$ cat src/rtl/spm_pkg.sv
// Shared constants and types for the shared pin function mux
package spm_pkg;
    // Register byte offsets on the bus
    localparam logic [7:0] ADDR_OPT   = 8'h00;
    localparam logic [7:0] ADDR_FRC   = 8'h04;
    localparam logic [7:0] ADDR_STAT  = 8'h08;
    localparam logic [7:0] ADDR_DIR   = 8'h0c;
    localparam logic [7:0] ADDR_DOUT  = 8'h10;
    localparam logic [7:0] ADDR_DIN   = 8'h14;
    localparam logic [7:0] ADDR_PULL  = 8'h18;
    localparam logic [7:0] ADDR_DRV   = 8'h1c;
    localparam logic [7:0] ADDR_SLEW  = 8'h20;

    // Field positions in the option and force registers
    localparam int OPT_DBG_EN  = 0;
    localparam int OPT_RST_EN  = 1;
    localparam int OPT_IRQ_EN  = 2;
    localparam int OPT_EXTERNAL_TIMER_CLOCK_IN_EN = 3;
    localparam int FRC_BIT     = 0;

    // Port geometry
    localparam int NPINS   = 30;
    localparam int DBG_PIN = 4;
    localparam int SHR_PIN = 5;

    // Values after reset
    localparam logic [NPINS-1:0] PORT_RST = 30'h0000_0000;
    localparam logic [NPINS-1:0] SYNC_RST = 30'h3fff_ffff;
    localparam logic             DBG_EN_RST  = 1'b1;
    localparam logic             RST_EN_RST  = 1'b0;
    localparam logic             IRQ_EN_RST  = 1'b0;
    localparam logic             EXTERNAL_TIMER_CLOCK_IN_EN_RST = 1'b0;

    // Debug link timing: bus clocks per bit, debug clock at bus rate
    localparam int         BIT_CLKS   = 16;
    localparam logic [3:0] BIT_LAST   = 4'(BIT_CLKS - 1);
    // Wait count after release; ST_WAIT lasts one cycle longer than this before the mode pin is sampled
    localparam logic [1:0] SAMPLE_DLY = 2'h2;

    // Function owning the shared pin, lowest to highest priority
    typedef enum logic [1:0] {
        FN_PORT  = 2'b00,
        FN_IRQ   = 2'b01,
        FN_EXTERNAL_TIMER_CLOCK_IN  = 2'b10,
        FN_RESET = 2'b11
    } spm_func_type;

    // Mode sampling sequence after reset release
    typedef enum logic [1:0] {
        ST_WAIT   = 2'b00,
        ST_SAMPLE = 2'b01,
        ST_DONE   = 2'b10
    } spm_state_type;
endpackage

$ cat src/rtl/spm_pin_mux.sv
// Pin function selection, pad controls and mode select sampling

// Contract
// - After power-on, the shared pin's reset function is off; pin acts as port.
// - Only power-on reset restores the reset-function enable; other resets keep it.
// - As reset input the shared pin gets pullup, is input only, never driven.
// - In interrupt role the pin level feeds the interrupt and branch test.
// - In timer-clock role the pin clocks the timer units and modulo timer.
// - As plain port line five the pin is input only.
// - During power-on or forced reset the debug pin is a mode select input.
// - On reset release the debug pin takes its debug communication role.
// - Every reset sets the debug pin enable; software clears it for port line four.
// - Mode pin high at reset release gives normal run mode.
// - Mode pin held low at power-on or forced reset gives background mode.
// - Each debug link bit spans 16 debug controller clocks.
// - Debug controller clock may run up to the bus clock rate.
// - Debug pin is pseudo open-drain with brief driven-high speedup pulses.
// - Thirty port lines; line four output only, line five input only.
// - Outputs get drive strength and slew control; inputs get pullup enable.
// - After reset every port pin is a high-impedance input, pullup off; line four keeps its pullup on, as does line five with reset function on.
// - Highest enabled function owns a pin: port, interrupt, timer clock, reset.
// - Writing one to the force bit requests a debug forced reset.
module spm_pin_mux (
    input  wire logic                      hclk,
    input  wire logic                      hresetn,
    input  wire logic                      por_n,
    input  wire logic                      hsel,
    input  wire logic [31:0]               haddr,
    input  wire logic [1:0]                htrans,
    input  wire logic                      hwrite,
    input  wire logic [2:0]                hsize,
    input  wire logic [31:0]               hwdata,
    input  wire logic                      hready,
    output logic      [31:0]               hrdata,
    output logic                           hreadyout,
    output logic                           hresp,
    input  wire logic [spm_pkg::NPINS-1:0] pad_i,
    output logic      [spm_pkg::NPINS-1:0] pad_o,
    output logic      [spm_pkg::NPINS-1:0] pad_oe_n,
    output logic      [spm_pkg::NPINS-1:0] pad_pullup,
    output logic      [spm_pkg::NPINS-1:0] pad_drive_hi,
    output logic      [spm_pkg::NPINS-1:0] pad_slew_en,
    input  wire logic                      dbg_drive_val,
    input  wire logic                      dbg_drive_en,
    output logic                           dbg_rx_level,
    output logic                           dbg_role,
    output logic                           dbg_bit_tick,
    output logic                           active_bg_mode,
    output logic                           force_reset_req,
    output logic                           pin_reset_req,
    output logic                           irq_level,
    output logic                           timer_clk_in
);
    localparam int DP = spm_pkg::DBG_PIN;
    localparam int SP = spm_pkg::SHR_PIN;

    logic [spm_pkg::NPINS-1:0] pin_sync;
    logic                      dbg_en_ff;
    logic                      rst_en_ff;
    logic                      irq_en_ff;
    logic                      external_timer_clock_in_en_ff;
    logic                      cause_por_ff;
    logic                      cause_frc_ff;
    logic [spm_pkg::NPINS-1:0] dir_ff;
    logic [spm_pkg::NPINS-1:0] dout_ff;
    logic [spm_pkg::NPINS-1:0] pull_ff;
    logic [spm_pkg::NPINS-1:0] drv_ff;
    logic [spm_pkg::NPINS-1:0] slew_ff;
    logic                      wr_pend_ff;
    logic [7:0]                wr_addr_ff;
    logic [31:0]               rdata_ff;
    logic                      released_ff;
    logic [1:0]                dly_ff;
    logic                      bgnd_ff;
    logic [3:0]                bit_cnt_ff;
    logic                      frc_ff;
    logic                      ext_rst_ff;
    logic                      irq_ff;
    logic                      external_timer_clock_in_ff;
    spm_pkg::spm_state_type    st_ff;
    spm_pkg::spm_state_type    nxt_st;
    spm_pkg::spm_func_type     sel;
    logic                      req;
    logic                      stall;
    logic                      wr_now;
    logic [31:0]               rd_mux;

    // Pad inputs cross into the bus clock domain
    spm_sync #(.W(spm_pkg::NPINS), .RST(spm_pkg::SYNC_RST)) u_sync (
        .clk   (hclk),
        .rst_n (hresetn),
        .d     (pad_i),
        .q     (pin_sync)
    );

    // Bus request decode; a read right after a write waits one cycle
    assign req       = hsel && hready && htrans[1];
    assign stall     = wr_pend_ff && hsel && htrans[1] && !hwrite;
    assign hreadyout = !stall;
    assign hresp     = 1'b0;
    assign hrdata    = rdata_ff;
    assign wr_now    = wr_pend_ff;

    // Address phase capture for writes
    always_ff @(posedge hclk or negedge hresetn) begin
        if (!hresetn) begin
            wr_pend_ff <= 1'b0;
            wr_addr_ff <= 8'h00;
        end else if (req && hwrite && !stall) begin
            wr_pend_ff <= 1'b1;
            wr_addr_ff <= haddr[7:0];
        end else begin
            wr_pend_ff <= 1'b0;
        end
    end

    // Read data mux, unmapped offsets read zero
    always_comb begin
        rd_mux = 32'h0000_0000;
        case (haddr[7:0])
            spm_pkg::ADDR_OPT: begin
                rd_mux[spm_pkg::OPT_DBG_EN]  = dbg_en_ff;
                rd_mux[spm_pkg::OPT_RST_EN]  = rst_en_ff;
                rd_mux[spm_pkg::OPT_IRQ_EN]  = irq_en_ff;
                rd_mux[spm_pkg::OPT_EXTERNAL_TIMER_CLOCK_IN_EN] = external_timer_clock_in_en_ff;
            end
            spm_pkg::ADDR_STAT: begin
                rd_mux[0]   = bgnd_ff;
                rd_mux[2:1] = sel;
                rd_mux[3]   = pin_sync[SP];
                rd_mux[4]   = dbg_role;
            end
            spm_pkg::ADDR_DIR:  rd_mux[spm_pkg::NPINS-1:0] = dir_ff;
            spm_pkg::ADDR_DOUT: rd_mux[spm_pkg::NPINS-1:0] = dout_ff;
            spm_pkg::ADDR_DIN:  rd_mux[spm_pkg::NPINS-1:0] = pin_sync;
            spm_pkg::ADDR_PULL: rd_mux[spm_pkg::NPINS-1:0] = pull_ff;
            spm_pkg::ADDR_DRV:  rd_mux[spm_pkg::NPINS-1:0] = drv_ff;
            spm_pkg::ADDR_SLEW: rd_mux[spm_pkg::NPINS-1:0] = slew_ff;
            default:            rd_mux = 32'h0000_0000;
        endcase
    end

    // Read data is registered at the address phase
    always_ff @(posedge hclk or negedge hresetn) begin
        if (!hresetn) begin
            rdata_ff <= 32'h0000_0000;
        end else if (req && !hwrite && !stall) begin
            rdata_ff <= rd_mux;
        end
    end

    // Function enables reset by every reset
    always_ff @(posedge hclk or negedge hresetn) begin
        if (!hresetn) begin
            dbg_en_ff  <= spm_pkg::DBG_EN_RST;
            irq_en_ff  <= spm_pkg::IRQ_EN_RST;
            external_timer_clock_in_en_ff <= spm_pkg::EXTERNAL_TIMER_CLOCK_IN_EN_RST;
        end else if (wr_now && wr_addr_ff == spm_pkg::ADDR_OPT) begin
            dbg_en_ff  <= hwdata[spm_pkg::OPT_DBG_EN];
            irq_en_ff  <= hwdata[spm_pkg::OPT_IRQ_EN];
            external_timer_clock_in_en_ff <= hwdata[spm_pkg::OPT_EXTERNAL_TIMER_CLOCK_IN_EN];
        end
    end

    // Reset-function enable survives all but power-on reset
    always_ff @(posedge hclk or negedge por_n) begin
        if (!por_n) begin
            rst_en_ff <= spm_pkg::RST_EN_RST;
        end else if (hresetn && wr_now && wr_addr_ff == spm_pkg::ADDR_OPT) begin
            rst_en_ff <= hwdata[spm_pkg::OPT_RST_EN];
        end
    end

    // Reset causes that make the mode pin count
    always_ff @(posedge hclk or negedge por_n) begin
        if (!por_n) begin
            cause_por_ff <= 1'b1;
            cause_frc_ff <= 1'b0;
        end else if (hresetn && st_ff == spm_pkg::ST_SAMPLE) begin
            cause_por_ff <= 1'b0;
            cause_frc_ff <= frc_ff;
        end else if (hresetn && frc_ff) begin
            cause_frc_ff <= 1'b1;
        end
    end

    // Force reset request pulse
    always_ff @(posedge hclk or negedge hresetn) begin
        if (!hresetn) begin
            frc_ff <= 1'b0;
        end else begin
            frc_ff <= wr_now && wr_addr_ff == spm_pkg::ADDR_FRC && hwdata[spm_pkg::FRC_BIT];
        end
    end
    assign force_reset_req = frc_ff;

    // Port configuration registers
    always_ff @(posedge hclk or negedge hresetn) begin
        if (!hresetn) begin
            dir_ff  <= spm_pkg::PORT_RST;
            dout_ff <= spm_pkg::PORT_RST;
            pull_ff <= spm_pkg::PORT_RST;
            drv_ff  <= spm_pkg::PORT_RST;
            slew_ff <= spm_pkg::PORT_RST;
        end else if (wr_now) begin
            case (wr_addr_ff)
                spm_pkg::ADDR_DIR:  dir_ff  <= hwdata[spm_pkg::NPINS-1:0];
                spm_pkg::ADDR_DOUT: dout_ff <= hwdata[spm_pkg::NPINS-1:0];
                spm_pkg::ADDR_PULL: pull_ff <= hwdata[spm_pkg::NPINS-1:0];
                spm_pkg::ADDR_DRV:  drv_ff  <= hwdata[spm_pkg::NPINS-1:0];
                spm_pkg::ADDR_SLEW: slew_ff <= hwdata[spm_pkg::NPINS-1:0];
                default:            dir_ff  <= dir_ff;
            endcase
        end
    end

    // Priority owner of the shared pin
    always_comb begin
        if (rst_en_ff) begin
            sel = spm_pkg::FN_RESET;
        end else if (external_timer_clock_in_en_ff) begin
            sel = spm_pkg::FN_EXTERNAL_TIMER_CLOCK_IN;
        end else if (irq_en_ff) begin
            sel = spm_pkg::FN_IRQ;
        end else begin
            sel = spm_pkg::FN_PORT;
        end
    end

    // Shared pin routed to the owning function
    always_ff @(posedge hclk or negedge hresetn) begin
        if (!hresetn) begin
            ext_rst_ff <= 1'b0;
            irq_ff     <= 1'b1;
            external_timer_clock_in_ff    <= 1'b0;
        end else begin
            ext_rst_ff <= sel == spm_pkg::FN_RESET && !pin_sync[SP];
            irq_ff     <= sel == spm_pkg::FN_IRQ ? pin_sync[SP] : 1'b1;
            external_timer_clock_in_ff    <= sel == spm_pkg::FN_EXTERNAL_TIMER_CLOCK_IN && pin_sync[SP];
        end
    end
    assign pin_reset_req = ext_rst_ff;
    assign irq_level     = irq_ff;
    assign timer_clk_in  = external_timer_clock_in_ff;

    // Reset release marker
    always_ff @(posedge hclk or negedge hresetn) begin
        if (!hresetn) begin
            released_ff <= 1'b0;
        end else begin
            released_ff <= 1'b1;
        end
    end

    // Mode sampling sequence
    always_comb begin
        case (st_ff)
            spm_pkg::ST_WAIT:   nxt_st = dly_ff == spm_pkg::SAMPLE_DLY ? spm_pkg::ST_SAMPLE : spm_pkg::ST_WAIT;
            spm_pkg::ST_SAMPLE: nxt_st = spm_pkg::ST_DONE;
            spm_pkg::ST_DONE:   nxt_st = spm_pkg::ST_DONE;
            default:            nxt_st = spm_pkg::ST_DONE;
        endcase
    end

    always_ff @(posedge hclk or negedge hresetn) begin
        if (!hresetn) begin
            st_ff  <= spm_pkg::ST_WAIT;
            dly_ff <= 2'h0;
        end else begin
            st_ff  <= nxt_st;
            dly_ff <= st_ff == spm_pkg::ST_WAIT ? dly_ff + 2'h1 : dly_ff;
        end
    end

    // Mode latched from the pin only after power-on or forced reset
    always_ff @(posedge hclk or negedge hresetn) begin
        if (!hresetn) begin
            bgnd_ff <= 1'b0;
        end else if (st_ff == spm_pkg::ST_SAMPLE && (cause_por_ff || cause_frc_ff)) begin
            bgnd_ff <= !pin_sync[DP];
        end
    end
    assign active_bg_mode = bgnd_ff;

    // Debug pin role follows release and the enable
    assign dbg_role     = released_ff && dbg_en_ff;
    assign dbg_rx_level = pin_sync[DP];

    // Bit timer, debug clock taken at bus rate
    always_ff @(posedge hclk or negedge hresetn) begin
        if (!hresetn) begin
            bit_cnt_ff <= 4'h0;
        end else if (!dbg_role) begin
            bit_cnt_ff <= 4'h0;
        end else begin
            bit_cnt_ff <= bit_cnt_ff + 4'h1;
        end
    end
    assign dbg_bit_tick = dbg_role && bit_cnt_ff == spm_pkg::BIT_LAST;

    // Pad drive: line four output only, line five never driven
    always_comb begin
        pad_o    = dout_ff;
        pad_oe_n = ~dir_ff;
        pad_oe_n[SP] = 1'b1;
        if (!released_ff) begin
            pad_oe_n[DP] = 1'b1;
        end else if (dbg_en_ff) begin
            pad_o[DP]    = dbg_drive_val;
            pad_oe_n[DP] = !dbg_drive_en;
        end else begin
            pad_oe_n[DP] = 1'b0;
        end
    end

    // Pullups and output pad options
    always_comb begin
        pad_pullup     = pull_ff & ~dir_ff;
        pad_pullup[SP] = pull_ff[SP] || sel == spm_pkg::FN_RESET;
        pad_pullup[DP] = dbg_en_ff || !released_ff;
        pad_drive_hi   = drv_ff & dir_ff;
        pad_slew_en    = slew_ff & dir_ff;
    end

    // Checks
    keeps_rst_en_a: assert property (@(posedge hclk)
        (por_n && $past(por_n) && !hresetn && !$past(hresetn)) |-> $stable(rst_en_ff))
        else $error("reset enable changed in non power-on reset");
    por_port_a: assert property (@(posedge hclk) disable iff (!hresetn)
        ($past(!por_n) && por_n) |-> sel != spm_pkg::FN_RESET)
        else $error("reset function on after power-on");
    shr_undriven_a: assert property (@(posedge hclk) disable iff (!hresetn)
        pad_oe_n[SP] && (sel != spm_pkg::FN_RESET || pad_pullup[SP]))
        else $error("shared pin driven or unpulled");
    irq_route_a: assert property (@(posedge hclk) disable iff (!hresetn)
        (sel == spm_pkg::FN_IRQ && $stable(sel)) |=> irq_level == $past(pin_sync[SP], 1))
        else $error("interrupt level not routed");
    external_timer_clock_in_route_a: assert property (@(posedge hclk) disable iff (!hresetn)
        (sel != spm_pkg::FN_EXTERNAL_TIMER_CLOCK_IN) |=> !timer_clk_in)
        else $error("timer clock leaks");
    prio_a: assert property (@(posedge hclk) disable iff (!hresetn)
        (rst_en_ff |-> sel == spm_pkg::FN_RESET) and (external_timer_clock_in_en_ff && !rst_en_ff |-> sel == spm_pkg::FN_EXTERNAL_TIMER_CLOCK_IN))
        else $error("priority wrong");
    dbg_en_rst_a: assert property (@(posedge hclk) disable iff (!hresetn)
        $rose(released_ff) |-> dbg_en_ff && dbg_role)
        else $error("debug enable not set after reset");
    mode_a: assert property (@(posedge hclk) disable iff (!hresetn)
        (st_ff == spm_pkg::ST_SAMPLE && (cause_por_ff || cause_frc_ff)) |=> bgnd_ff == !$past(pin_sync[DP]))
        else $error("mode sample wrong");
    bit_time_a: assert property (@(posedge hclk) disable iff (!hresetn)
        (dbg_bit_tick && dbg_role) |=> !dbg_bit_tick [*8] ##1 !dbg_bit_tick [*7])
        else $error("bit time not 16 clocks");
    force_a: assert property (@(posedge hclk) disable iff (!hresetn)
        (wr_now && wr_addr_ff == spm_pkg::ADDR_FRC && hwdata[0]) |=> force_reset_req ##1 !force_reset_req)
        else $error("force request not pulsed");
    opt_wr_a: assert property (@(posedge hclk) disable iff (!hresetn)
        (wr_now && wr_addr_ff == spm_pkg::ADDR_OPT) |=> dbg_en_ff == $past(hwdata[0]))
        else $error("option write late");
    port_rst_a: assert property (@(posedge hclk) disable iff (!hresetn)
        $rose(released_ff) |-> dir_ff == spm_pkg::PORT_RST && pull_ff == spm_pkg::PORT_RST)
        else $error("port not input after reset");
    bg_entry_c: cover property (@(posedge hclk) $rose(bgnd_ff));
    rst_fn_c: cover property (@(posedge hclk) pin_reset_req);
    force_c: cover property (@(posedge hclk) force_reset_req);
    port4_c: cover property (@(posedge hclk) released_ff && !dbg_en_ff);
endmodule

$ cat src/rtl/spm_sync.sv
// Two-stage synchroniser for a group of pad inputs
module spm_sync #(
    parameter int              W   = 1,
    parameter logic [W-1:0]    RST = '0
) (
    input  wire logic          clk,
    input  wire logic          rst_n,
    input  wire logic [W-1:0]  d,
    output logic      [W-1:0]  q
);
    logic [W-1:0] meta_ff;

    // First stage feeds only the second
    always_ff @(posedge clk or negedge rst_n) begin
        if (!rst_n) begin
            meta_ff <= RST;
            q       <= RST;
        end else begin
            meta_ff <= d;
            q       <= meta_ff;
        end
    end
endmodule
$ cat config.mk
export PLATFORM = sky130hd
export DESIGN_NAME = spm_pin_mux
export DESIGN_NICKNAME = d
export VERILOG_FILES = /design/src/rtl/spm_pkg.sv /design/src/rtl/spm_pin_mux.sv /design/src/rtl/spm_sync.sv
export SDC_FILE = /design/constraint.sdc
export NUM_CORES = 1
export LEC_CHECK = 0
export CAP_MARGIN = 30
export CORE_ASPECT_RATIO = 0.8
export CORE_MARGIN = 1.5
export CORE_UTILIZATION = 51
export DETAILED_ROUTE_END_ITERATION = 16
export DONT_BUFFER_PORTS = 1
export PLACE_DENSITY = 0.66
export SLEW_MARGIN = 20
export SYNTH_ARGS = -nofsm -noshare
export SYNTH_HDL_FRONTEND = slang
export SYNTH_SLANG_ARGS = --single-unit
$ cat constraint.sdc
create_clock -name hclk -period 2.2 [get_ports hclk]
set_input_delay 0.22 -clock hclk [delete_from_list [all_inputs] [get_ports hclk]]
set_output_delay 0.22 -clock hclk [all_outputs]
set_load 0.1 [all_outputs]
==> results by group <==
Global route
  • GRT busiest layer: met2
  • Global-route wire length before repair: a little over 50,000 um
  • GR Util met2: between 40% and 50%
  • Met3 Use GR: approximately 6.6%
  • Initial antenna violation count: 1
  • Vias in the first global route: 8,819
  • Met1 Resource Use GR: a little over a third
  • Largest net degree at the start of global routing: 270
  • Overflow left after global routing: 0
  • GRT Util Overall: between 20% and 30%

STA
  • Final min period: around 2.1 ns
  • Actual slew at the worst max-slew pin: 0.7357 ns
  • Setup-failing EPs final: 0
  • Fin. Hold Viols: 266
  • Clk_skew: 0.01059 ns
  • WHS: -0.5993 ns
  • RSZ-0062 raised after global routing: no
  • Rel. slew slack: just over 50%
  • Slew Viols, Final: 0
  • Setup TNS Final: 0 ns
  • Period utilization: 94.62%
  • Fmax: between 400 and 500 MHz

Floorplanning
  • Die Wd: 173.3 um
  • Initial Util: between 50% and 60%
  • Chip height: approximately 140 um
  • Row count: about 50
  • Core area: 22,620 um^2
  • IO Count: 299
  • Full die area: about 24,000 um^2

CTS
  • Worst-path clk slew: 0.06 ns
  • Post-CTS setup buffers: 0
  • CTS buffer count: 27
  • Clock Tree Buf Depth: 3
  • Clock latency on the worst-skew pair: ~0.52 ns
  • CTS Hold Bufs: 71
  • Clk sinks: roughly 270
  • H-tree depth reported by CTS: 1
  • CTS tree: yes
  • Root buffer cell: clkbuf_16

Setup path
  • Critical Path AT: between 1.5 and 2 ns
  • Critical path class: flop to output port
  • Critical Path Source Type: flop
  • CP max stage cell: dfstp_2
  • Critical Path Sink Type: output port
  • Max FO, Critical Path: 7
  • WP data required: between 1.5 and 2 ns
  • Critical path, cell by cell: nand2_1 > mux2_4
  • Peak per-stage delay on the critical path: about 0.58 ns
  • CP delay by family, top: flip-flops
  • Crit path buf inv count: 0

Yosys
  • Top-count cell post-synth: dfrtp_1
  • Cell variety after synth: 56
  • Post-Syn Area: between 10,000 and 15,000 um^2
  • Ys flop type: dfrtp_1
  • EDFF count, synth: 0
  • Most frequent cells after synthesis: 206 x dfrtp_1, 101 x mux2_2, 68 x nor2_1
  • #FFs+latches synth: between 200 and 300
  • Cell count after synthesis: 899
  • Syn_area_per_cell: roughly 13 um^2
  • Yosys top cell area share: roughly 44%
  • Largest cells by area after synthesis: dfrtp_1 44%, dfstp_2 14%, mux2_2 9.6%
  • Yosys warnings: 0
  • Asr flop ratio synth: 100.0%
  • Largest area contributor in the synthesized netlist: dfrtp_1
  • Register area share after synthesis: 57.52%

Power
  • Worst VDD drop: around 0.00066 V
  • Pwr dens: between 900 and 1000 nW/um^2
  • P_leak: ~7.2 nW
  • Final Power: 0.01432 W

Final layout
  • Share of layout cells above drive strength 1: 42.16%
  • P&R area growth vs syn: 28.46%
  • Fill cell count: between 1.5k and 2k
  • Nets: roughly 1.2k

Drt
  • Vias per inst: around 5.6
  • Router iterations before antenna repair: 5
  • Final wirelength: 32,270 um
  • Routed Antenna Nets: 0
  • Via count: 8,136
  • WL/cell: between 20 and 25 um
  • DRC errors left: 0
  • 1st-iter DRT viols: roughly 600

Placed design
  • Post-DP HPWL: slightly above 20,000 um
  • Port-buffer cells: 0
  • RD Place Congestion: approximately 0.84

Worst hold path
  • Hold Path Class: input port to asynchronous set/reset pin

Status
  • Outcome: finished, violations left
  • Failing checks: negative hold slack

Run
  • Max Cap Viol: 0
-- routing by layer --
metal	up-vias	part of all wire (%)
met5	-	0
met2	352	48
met4	0	2.4
li1	3602	-
met3	62	7.9
met1	4120	42
-- where the power goes --
group	switching, W	internal [W]	total, W
Clock	0.00188	0.00318	0.00506
Combinational	0.00267	0.000840	0.00351
Sequential	0.000327	0.00543	0.00575
Total	0.00487	0.00945	0.0143
-- final cells by class --
type,count,area (um^2),share of cell area [%]
sequential,269,6810,44.78
clock inverter,11,205.2,1.349
timing repair buffer,275,2330,15.32
inverter,36,135.1,0.8885
antenna,1,2.502,0.01645
multi-input combinational,519,4556,29.95
clock buffer,38,787.0,5.175
tap,306,382.9,2.517
-- sequential cells by signal (all words and copies together), names as in the netlist, 2 cells and up --
| signal | cells |
|---|---|
| bit_cnt_ff | 4 |
| dir_ff | 30 |
| dly_ff | 2 |
| dout_ff | 30 |
| drv_ff | 30 |
| hrdata | 30 |
| pull_ff | 30 |
| slew_ff | 30 |
| st_ff | 2 |
| u_sync.meta_ff | 30 |
| u_sync.q | 30 |
| wr_addr_ff | 8 |
-- through the flow --
step / setup WS [ns] / hold slack (ns) / cell area, um^2 / utilization [%] / instances
after floorplan: 0.03071 / -0.07559 / 11850 / - / 902
after global placement: 0.3204 / -0.07539 / 13500 / 59.67 / 1334
after detailed placement: 0.2738 / -0.07537 / 13500 / 59.67 / 1334
after CTS: 0.09770 / -0.6174 / 15210 / 67.21 / 1454
after global routing: 0.06690 / -0.6205 / 15210 / 67.21 / 1454
final: 0.1183 / -0.5993 / 15210 / 67.23 / 1455
-- final timing paths --
| kind | startpoint | endpoint | slack [ns] | depth (start not counted) |
|---|---|---|---|---|
| hold reg to reg | u_sync.meta_ff[18]$_DFF_PN1_ | u_sync.q[18]$_DFF_PN1_ | 0.36 | 0 |
| setup reg to reg | wr_now$_DFF_PN0_ | pull_ff[3]$_DFFE_PN0P_ | 0.28 | 5 |
| hold / removal | hresetn | bit_cnt_ff[2]$_DFF_PN0_ | -0.60 | 0 |
| setup / recovery | dbg_en_ff$_DFFE_PN1P_ | pad_o[4] | 0.12 | 2 |
| max in group asynchronous | por_n | cause_por_ff$_DFFE_PN1P_ | 1.44 | 2 |
| min in group hclk | haddr[5] | hrdata[0]$_DFFE_PN0P_ | 0.03 | 3 |
-- worst register-to-register path: cells and delay by family (launching register included) --
family	cells	cell delay [ns]
buf+inv	1	0.29
flops	1	0.46
mux	1	0.35
simple gates	3	0.69
-- what timing repair did --
action	in CTS	in global routing
endpoints found under the setup margin	1	0
resized for setup	1	0
endpoints found under the hold margin	466	266
-- cell usage in the layout (no fill, tap or decap), types with 3 or more instances in the layout --
cell           count
nor2_1            66
buf_4            197
dfrtp_1          206
mux2i_1            3
o21ai_1            5
dfstp_2           63
o21ai_0            6
nor2b_1            4
nor3_1             5
nor2b_2           28
dlygate4sd3_1     71
clkbuf_16         27
nand3_1            9
buf_12             7
nor3b_1            3
clkbuf_1           4
mux2_1            56
and2_1            63
clkinv_2           5
bufinv_16          6
mux2_2           100
mux4_2            26
clkbuf_8           7
nand4_1            4
a311oi_1           3
a221oi_1          27
inv_1             36
a22o_1            27
nand2_1           32
conb_1             5
-- logic make-up (layout without fill, tap and decap cells) --
logic type | Yosys count | in the layout | share of synthesized area (%)
and+or+nand+nor | 239 | 239 | 11.00
muxes | 186 | 186 | 20.13
adders and majority gates | 2 | 2 | 0.2113
other | 2 | 6 | 0.06344
xor gates and xnor gates | 3 | 3 | 0.2220
AOI/OAI and AO/OA | 84 | 84 | 5.771
buffers and inverters | 114 | 360 | 5.073
DFF | 269 | 269 | 57.52
Power figures use the tool's default switching activity.
